## src/logic/scc_pkg.sv

```systemverilog
// Package for the SDRAM configuration and low-power control block.
package scc_pkg;

   // ==========================================================
   // Register map
   // ==========================================================
   localparam logic [11:0] SCC_CONFIG_OFFSET = 12'h000;
   localparam logic [11:0] SCC_STATUS_OFFSET = 12'h004;

   // ==========================================================
   // Field positions of sdram_configuration
   // ==========================================================
   localparam int SCC_SREF_BIT = 31;
   localparam int SCC_PDOWN_BIT = 30;
   localparam int SCC_DOWN_REF_BIT = 29;
   localparam int SCC_NARROW_BIT = 14;
   localparam int SCC_CL_LSB = 9;
   localparam int SCC_UNLOCK_BIT = 8;
   localparam int SCC_BANK_LSB = 4;
   localparam int SCC_PAGE_LSB = 0;
   localparam int SCC_UPPER_LANE = 3;

   // ==========================================================
   // Values after reset
   // ==========================================================
   localparam logic [2:0] SCC_CL_RESET = 3'h3;
   localparam logic [2:0] SCC_BANK_RESET = 3'h2;
   localparam logic [2:0] SCC_PAGE_RESET = 3'h0;

   // ==========================================================
   // Field codes
   // ==========================================================
   localparam logic [2:0] SCC_CL_TWO = 3'h2;
   localparam logic [2:0] SCC_CL_THREE = 3'h3;

   // ==========================================================
   // Types
   // ==========================================================
   // Stored configuration; the unlock bit is never stored.
   typedef struct packed {
      logic self_refresh_request;
      logic power_down_request;
      logic refresh_during_power_down;
      logic narrow_bus_select;
      logic [2:0] cas_latency_code;
      logic [2:0] bank_count_code;
      logic [2:0] column_width_code;
   } scc_cfg_s;

   // Low-power states, Gray coded along active, down, refresh, self.
   typedef enum logic [1:0] {
      SCC_LP_ACTIVE = 2'h0,
      SCC_LP_PDOWN = 2'h1,
      SCC_LP_PDREF = 2'h3,
      SCC_LP_SREF = 2'h2
   } scc_lp_e;

   // ==========================================================
   // Decoders
   // ==========================================================
   // Register image as software reads it; reserved and unlock read 0.
   function automatic logic [31:0] scc_image(input scc_cfg_s c);
      logic [31:0] v;
      v = 32'h0000_0000;
      v[SCC_SREF_BIT] = c.self_refresh_request;
      v[SCC_PDOWN_BIT] = c.power_down_request;
      v[SCC_DOWN_REF_BIT] = c.refresh_during_power_down;
      v[SCC_NARROW_BIT] = c.narrow_bus_select;
      v[SCC_CL_LSB +: 3] = c.cas_latency_code;
      v[SCC_BANK_LSB +: 3] = c.bank_count_code;
      v[SCC_PAGE_LSB +: 3] = c.column_width_code;
      return v;
   endfunction

   // Bank count: code 0,1,2 gives 1,2,4 banks; reserved codes give 0.
   function automatic logic [2:0] scc_banks(input logic [2:0] code);
      logic [2:0] n;
      n = 3'h0;
      if (code < 3'h3) begin
         n = 3'(4'h1 << code);
      end
      return n;
   endfunction

   // Column bits: code 0..3 gives 8..11; reserved codes give 0.
   function automatic logic [3:0] scc_columns(input logic [2:0] code);
      logic [3:0] n;
      n = 4'h0;
      if (code < 3'h4) begin
         n = 4'h8 + {1'b0, code};
      end
      return n;
   endfunction

   // Read latency in memory clock cycles; reserved codes give 0.
   function automatic logic [1:0] scc_latency(input logic [2:0] code);
      logic [1:0] n;
      n = 2'h0;
      if (code == SCC_CL_TWO || code == SCC_CL_THREE) begin
         n = code[1:0];
      end
      return n;
   endfunction

endpackage

```

## src/logic/scc_lowpower_fsm.sv

```systemverilog
// Low-power sequencer: power-down, self-refresh and refresh in power-down.
`timescale 1ns/1ps

module scc_lowpower_fsm (
   input wire logic clk,
   input wire logic reset,
   input wire logic self_refresh_request,
   input wire logic power_down_request,
   input wire logic refresh_during_power_down,
   input wire logic refresh_needed,
   output scc_pkg::scc_lp_e lp_state,
   output logic mem_cke,
   output logic auto_refresh
);

   // ==========================================================
   // Refresh demand edge
   // ==========================================================
   logic refresh_needed_q;
   logic refresh_rise;
   scc_pkg::scc_lp_e next_state;

   // A level that stays high must not cause a refresh every cycle.
   always_ff @(posedge clk or posedge reset) begin
      if (reset) begin
         refresh_needed_q <= 1'b0;
      end else begin
         refresh_needed_q <= refresh_needed;
      end
   end

   assign refresh_rise = refresh_needed & ~refresh_needed_q;

   // ==========================================================
   // Next state
   // ==========================================================
   // Self-refresh is checked first in every state, so it wins.
   always_comb begin
      next_state = lp_state;
      unique case (lp_state)
         scc_pkg::SCC_LP_ACTIVE: begin
            if (self_refresh_request) begin
               next_state = scc_pkg::SCC_LP_SREF;
            end else if (power_down_request) begin
               next_state = scc_pkg::SCC_LP_PDOWN;
            end
         end
         scc_pkg::SCC_LP_PDOWN: begin
            if (self_refresh_request) begin
               next_state = scc_pkg::SCC_LP_SREF;
            end else if (!power_down_request) begin
               next_state = scc_pkg::SCC_LP_ACTIVE;
            end else if (refresh_during_power_down && refresh_rise) begin
               next_state = scc_pkg::SCC_LP_PDREF;
            end
         end
         scc_pkg::SCC_LP_PDREF: begin
            if (self_refresh_request) begin
               next_state = scc_pkg::SCC_LP_SREF;
            end else if (power_down_request) begin
               next_state = scc_pkg::SCC_LP_PDOWN;
            end else begin
               next_state = scc_pkg::SCC_LP_ACTIVE;
            end
         end
         scc_pkg::SCC_LP_SREF: begin
            if (!self_refresh_request) begin
               next_state = power_down_request ? scc_pkg::SCC_LP_PDOWN
                                               : scc_pkg::SCC_LP_ACTIVE;
            end
         end
      endcase
   end

   // ==========================================================
   // State and registered memory-side outputs
   // ==========================================================
   // Outputs follow the next state so they line up with lp_state.
   always_ff @(posedge clk or posedge reset) begin
      if (reset) begin
         lp_state <= scc_pkg::SCC_LP_ACTIVE;
         mem_cke <= 1'b1;
         auto_refresh <= 1'b0;
      end else begin
         lp_state <= next_state;
         mem_cke <= next_state == scc_pkg::SCC_LP_ACTIVE ||
                    next_state == scc_pkg::SCC_LP_PDREF;
         auto_refresh <= next_state == scc_pkg::SCC_LP_PDREF;
      end
   end

endmodule

```

## src/logic/scc_config_regs.sv

```systemverilog
// SDRAM configuration register with APB slave and low-power control.
//
// Added by the designer: the register addresses and register access over APB.
`timescale 1ns/1ps

// Behaviour
// - Writing 1 to bit 31 enters self-refresh, writing 0 leaves it.
// - Writing 1 to bit 30 enters power-down, writing 0 leaves it.
// - With both low-power bits set, self-refresh is entered.
// - With bit 29 set, each refresh demand in power-down refreshes.
// - Reserved bits 28-15, 13-12, 7 and 3 read as zero.
// - Bit 14 selects a 32-bit bus when 0 and 16-bit when 1.
// - Writes to the lower configuration fields start initialization.
// - Bits 11-9 hold CAS latency, code 2 or 3 giving that many cycles.
// - The latency changes only when bit 8 is written 1 alongside.
// - Bit 8 always reads back as zero.
// - Bits 6-4 give the bank count, codes 0,1,2 for 1,2,4 banks.
// - Bits 2-0 give column bits, codes 0 to 3 for 8 to 11 bits.
// - Any write reaching the lower three bytes starts initialization.
module scc_config_regs (
   input wire logic clk,
   input wire logic reset,
   input wire logic psel,
   input wire logic penable,
   input wire logic pwrite,
   input wire logic [11:0] paddr,
   input wire logic [31:0] pwdata,
   input wire logic [3:0] pstrb,
   output logic [31:0] prdata,
   output logic pready,
   output logic pslverr,
   input wire logic refresh_needed,
   output logic init_start,
   output logic narrow_bus_select,
   output logic [1:0] cas_latency,
   output logic [2:0] bank_count,
   output logic [3:0] column_bits,
   output logic mem_cke,
   output logic auto_refresh,
   output logic self_refresh_active,
   output logic power_down_active
);

   // ==========================================================
   // Bus decode
   // ==========================================================
   scc_pkg::scc_cfg_s cfg;
   scc_pkg::scc_lp_e lp_state;
   logic setup_phase;
   logic wr_done;
   logic hit_config;
   logic hit_status;
   logic wr_config;
   logic lower_touched;
   logic [31:0] status_image;

   assign setup_phase = psel & ~penable;
   assign wr_done = psel & penable & pready & pwrite;
   assign hit_config = paddr == scc_pkg::SCC_CONFIG_OFFSET;
   assign hit_status = paddr == scc_pkg::SCC_STATUS_OFFSET;
   assign wr_config = wr_done & hit_config & ~pslverr;
   assign lower_touched = |pstrb[2:0];
   assign status_image = {29'h0, mem_cke, lp_state};

   // ==========================================================
   // APB answer
   // ==========================================================
   // Answer is computed in the setup cycle so the access phase is one
   // cycle long; the cost is that prdata is sampled from setup values.
   always_ff @(posedge clk or posedge reset) begin
      if (reset) begin
         pready <= 1'b0;
         pslverr <= 1'b0;
         prdata <= 32'h0000_0000;
      end else begin
         pready <= setup_phase;
         pslverr <= setup_phase & ~hit_config & ~hit_status;
         if (setup_phase && !pwrite && hit_config) begin
            prdata <= scc_pkg::scc_image(cfg);
         end else if (setup_phase && !pwrite && hit_status) begin
            prdata <= status_image;
         end else if (setup_phase) begin
            prdata <= 32'h0000_0000;
         end
      end
   end

   // ==========================================================
   // Low-power bits in the upper byte
   // ==========================================================
   // self-refresh, power-down and refresh-in-power-down bits
   always_ff @(posedge clk or posedge reset) begin
      if (reset) begin
         cfg.self_refresh_request <= 1'b0;
         cfg.power_down_request <= 1'b0;
         cfg.refresh_during_power_down <= 1'b0;
      end else if (wr_config && pstrb[scc_pkg::SCC_UPPER_LANE]) begin
         cfg.self_refresh_request <= pwdata[scc_pkg::SCC_SREF_BIT];
         cfg.power_down_request <= pwdata[scc_pkg::SCC_PDOWN_BIT];
         cfg.refresh_during_power_down <= pwdata[scc_pkg::SCC_DOWN_REF_BIT];
      end
   end

   // ==========================================================
   // Geometry fields in the lower bytes
   // ==========================================================
   // upper-only leaves these
   always_ff @(posedge clk or posedge reset) begin
      if (reset) begin
         cfg.narrow_bus_select <= 1'b0;
         cfg.bank_count_code <= scc_pkg::SCC_BANK_RESET;
         cfg.column_width_code <= scc_pkg::SCC_PAGE_RESET;
      end else if (wr_config) begin
         if (pstrb[1]) begin
            cfg.narrow_bus_select <= pwdata[scc_pkg::SCC_NARROW_BIT];
         end
         if (pstrb[0]) begin
            cfg.bank_count_code <= pwdata[scc_pkg::SCC_BANK_LSB +: 3];
            cfg.column_width_code <= pwdata[scc_pkg::SCC_PAGE_LSB +: 3];
         end
      end
   end

   // The lock keeps a stray lane-1 write from corrupting latency.
   // unlock gates latency
   always_ff @(posedge clk or posedge reset) begin
      if (reset) begin
         cfg.cas_latency_code <= scc_pkg::SCC_CL_RESET;
      end else if (wr_config && pstrb[1] &&
                   pwdata[scc_pkg::SCC_UNLOCK_BIT]) begin
         cfg.cas_latency_code <= pwdata[scc_pkg::SCC_CL_LSB +: 3];
      end
   end

   // ==========================================================
   // Initialization trigger
   // ==========================================================
   // Written values do not matter: any lower-lane write restarts it.
   // lower write starts
   always_ff @(posedge clk or posedge reset) begin
      if (reset) begin
         init_start <= 1'b0;
      end else begin
         init_start <= wr_config & lower_touched;
      end
   end

   // ==========================================================
   // Decoded geometry outputs
   // ==========================================================
   // bus width, latency, bank and column decode
   always_ff @(posedge clk or posedge reset) begin
      if (reset) begin
         narrow_bus_select <= 1'b0;
         cas_latency <= scc_pkg::scc_latency(scc_pkg::SCC_CL_RESET);
         bank_count <= scc_pkg::scc_banks(scc_pkg::SCC_BANK_RESET);
         column_bits <= scc_pkg::scc_columns(scc_pkg::SCC_PAGE_RESET);
      end else begin
         narrow_bus_select <= cfg.narrow_bus_select;
         cas_latency <= scc_pkg::scc_latency(cfg.cas_latency_code);
         bank_count <= scc_pkg::scc_banks(cfg.bank_count_code);
         column_bits <= scc_pkg::scc_columns(cfg.column_width_code);
      end
   end

   // ==========================================================
   // Low-power sequencer
   // ==========================================================
   // sequencer handles priority
   scc_lowpower_fsm u_scc_lowpower_fsm (
      .clk(clk),
      .reset(reset),
      .self_refresh_request(cfg.self_refresh_request),
      .power_down_request(cfg.power_down_request),
      .refresh_during_power_down(cfg.refresh_during_power_down),
      .refresh_needed(refresh_needed),
      .lp_state(lp_state),
      .mem_cke(mem_cke),
      .auto_refresh(auto_refresh)
   );

   // Mode flags are registered from the sequencer state.
   always_ff @(posedge clk or posedge reset) begin
      if (reset) begin
         self_refresh_active <= 1'b0;
         power_down_active <= 1'b0;
      end else begin
         self_refresh_active <= lp_state == scc_pkg::SCC_LP_SREF;
         power_down_active <= lp_state == scc_pkg::SCC_LP_PDOWN;
      end
   end
endmodule

```

## config.mk

```make
export PLATFORM = sky130hd
export DESIGN_NAME = scc_config_regs
export DESIGN_NICKNAME = d
export VERILOG_FILES = /design/src/logic/scc_pkg.sv /design/src/logic/scc_lowpower_fsm.sv /design/src/logic/scc_config_regs.sv
export SDC_FILE = /design/constraint.sdc
export NUM_CORES = 1
export LEC_CHECK = 0
export ABC_AREA = 1
export BUFFER_PORTS_ARGS = -buffer_cell sky130_fd_sc_hd__buf_2
export CORE_MARGIN = 2
export CORE_UTILIZATION = 30
export CTS_CLUSTER_SIZE = 30
export DETAILED_ROUTE_END_ITERATION = 16
export PLACE_DENSITY = 0.59
export SLEW_MARGIN = 15
export SYNTH_ARGS = -nofsm -noshare
export SYNTH_HDL_FRONTEND = slang
export SYNTH_SLANG_ARGS = --single-unit
```

## constraint.sdc

```tcl
create_clock -name clk -period 2.45 [get_ports clk]
set_input_delay 0.3675 -clock clk [delete_from_list [all_inputs] [get_ports clk]]
set_output_delay 0.3675 -clock clk [all_outputs]
set_load 0.03 [all_outputs]
```

==> flow_summary.toml <==
[clock_network]
numClockSinks = 45
insertion_delay_ns = 0.29
cts_tree = "done"
cts-buffers-inserted = 5
hold_buffers = 0
clk_path_buf_depth = 2
post-cts-setup-buffer-count = 0
cts_root_buf = "clkbuf_8"
cts_resized = 0
path_clk_slew_ns = 0.08
h-tree-depth = 2

[setup_path]
rr_worst_depth = 7
worstPathCellList = "buf_2"
critPathCapture = "mem_cke"
worstSetupPathType = "register to output pin"
startpoint_type = "register"
r2r-end = "cfg[3]"
max_stage_delay_ns = 0.54
rrSetupSlack_ns = 1.07
critPathMaxFanout = 2
worstReg2RegStart = "pslverr"
critical_path.top_delay_family = "flip-flops"
cp-end-kind = "output pin"
crit_arrival_ns = 1.01
critical_path_buf_inv_count = 1
critPathSlowestCell = "dfstp_2"
cp-startpoint = "u_scc_lowpower_fsm.mem_cke"
worst-path-stages = 1
cp.required_ns = 2.08

[timing]
setup_violations = 0
period_share_pct = 56.3
fin_crit_ns = 1.38
finalHoldViolCount = 0
worst_hold_slack_ns = 0.205
fin_tns_setup_ns = 0
worst_pin_slew_ns = 0.916
rsz0062_at_grt = "no"
fin_skew_ns = 0.00691
clock.fmax_ghz = 0.725
slew_headroom_pct = 38.8
drv_slew = 0

[global_route]
grt_pass1_wl_um = 6760
grt_pass1_vias = 1409
grt_remaining_overflow = 0
antenna_found_initial = 0
grt_max_degree = 46
grt_usage_pct = 11.9

[synth]
muxShareOfSynthArea_pct = 0
ys_seq_elements = 45
synth_compound_area_share_pct = 9.23
netlist_area_um2 = 2010
synthCells = 202
yosysWarnings = 0
syn_area_per_cell_um2 = 9.93
synth_top_family_by_area = "simple AND/OR/NAND/NOR gates"
synth_simple_gate_area_share_pct = 19.0
ys_seq_area_share_pct = 56.6
synthAdderAreaFrac_pct = 0.624
synth_xor_area_share_pct = 0
ys_types = 22

[placement]
port_buffers = 64
dp_hpwl_um = 3070
dp_cells = 341
gp_congestion = 0.700
dpl_cell_area_um2 = 2340

[route]
vias = 1433
drt_iter0_markers = 43
routed_wl_um = 4070
wl_per_cell_um = 11.7
vias_per_cell = 4.11
drtPass1Iterations = 12
drc = 4
postRouteAntennaNets = 0

[floorplan]
rows = 29
dieArea_um2 = 7360
core_um2 = 6420
fp.dieW_um = 85.8
die_y_um = 85.8
start_util_pct = 31.2
io_pins = 103

[layout]
fin_cells = 349
nets = 326
multi_input_area_um2 = 653
antenna_cells = 0
seq_area_um2 = 1140
fillers = 677
final_util_pct = 38.2
fin_area_um2 = 2450
drive_gt1_share_pct = 41.2
area.growth.synth_to_final_pct = 22.3

[min_path]
min_path_type = "input port to register"

[power]
cellLeakagePower_nw = 1.35
ir_worst_vdd_mv = 0.210
power.density_nw_per_um2 = 584

[run_status]
violations = "design-rule violations"
status = "finished with violations"

[job]
drv_cap = 0
==> cell usage in the layout (no fill, tap or decap) <==
cell and instances:
dfstp_2 8, clkbuf_1 1, nand3_4 1, o21bai_1 3
inv_4 1, ha_1 1, nor2_2 5, nor3_1 7
buf_2 64, nand4_1 3, dfrtp_1 37, nor2_4 4
nor2_1 10, inv_2 3, conb_1 20, o21ai_2 14
inv_1 28, nand2_1 32, clkbuf_8 6, nand2_2 4
buf_4 1, o21ai_0 8, nand3_1 10, bufinv_16 1
==> final cells by class <==
type,instances,area share [%]
Sequential cell,45,46.3
Inverter,32,5.00
Timing Repair Buffer,65,13.4
Multi-Input combinational cell,122,26.6
Clock buffer,7,3.52
Clock inverter,1,1.22
Tap cell,77,3.93
==> kinds of logic after synthesis <==
kind of cell / Yosys count
fa+ha+maj: 1
simple gates: 76
buf+inv: 54
other cells: 1
compound gates: 25
flops: 45
==> how the worst min path moves through the flow <==
stage                   start                                   to  slack (ns)  cells after the start
2_1_floorplan          cfg[9]                    narrow_bus_select        0.35                      0
3_3_place_gp           cfg[9]                    narrow_bus_select        0.36                      0
3_5_place_dp           cfg[9]                    narrow_bus_select        0.37                      0
4_1_cts        refresh_needed  u_scc_lowpower_fsm.refresh_needed_q        0.19                      1
5_1_grt        refresh_needed  u_scc_lowpower_fsm.refresh_needed_q        0.19                      1
6_report       refresh_needed  u_scc_lowpower_fsm.refresh_needed_q        0.20                      1
==> registers in the layout, indices dropped and copies added (netlist names) <==
register and cells:
cfg 13, prdata 13, bank_count 3, column_bits 3, cas_latency 2, u_scc_lowpower_fsm.lp_state 2, init_start 1, narrow_bus_select 1
power_down_active 1, pready 1, pslverr 1, self_refresh_active 1, u_scc_lowpower_fsm.auto_refresh 1, u_scc_lowpower_fsm.mem_cke 1, u_scc_lowpower_fsm.refresh_needed_q 1
==> per-layer routing <==
layer / global-route usage, % / wire, um
met1: 15.0 / 1800
met4: 3.46 / 41
met2: 19.7 / 1970
met3: 3.75 / 260
met5: 0 / 0
==> report_power, final <==
group / switching (mW) / leakage [nW] / internal (mW)
clock: 0.239 / 0.0585 / 0.333
combinational: 0.0870 / 0.759 / 0.0278
sequential: 0.000957 / 0.528 / 0.745
total: 0.326 / 1.35 / 1.11
==> cells in the mapped netlist (all sizes together) <==
cell type  instances  area (um^2)
buf               21          161
clkbuf             1         3.75
conb               1         3.75
dfrtp             37          926
dfstp              8          210
ha                 1         12.5
inv               32          123
nand2             36          145
nand3             11         67.6
nand4              3         18.8
nor2              19          114
nor3               7         35.0
o21ai             22          163
o21bai             3         22.5
==> metrics by stage <==
stage	total power, mW	setup WS (ns)
5_1_grt	1.50	0.931
2_1_floorplan	0.858	1.04
4_1_cts	1.46	1.03
6_report	1.43	1.07
3_5_place_dp	0.877	0.867
3_3_place_gp	0.876	0.902
(Power assumes the default switching activity.)
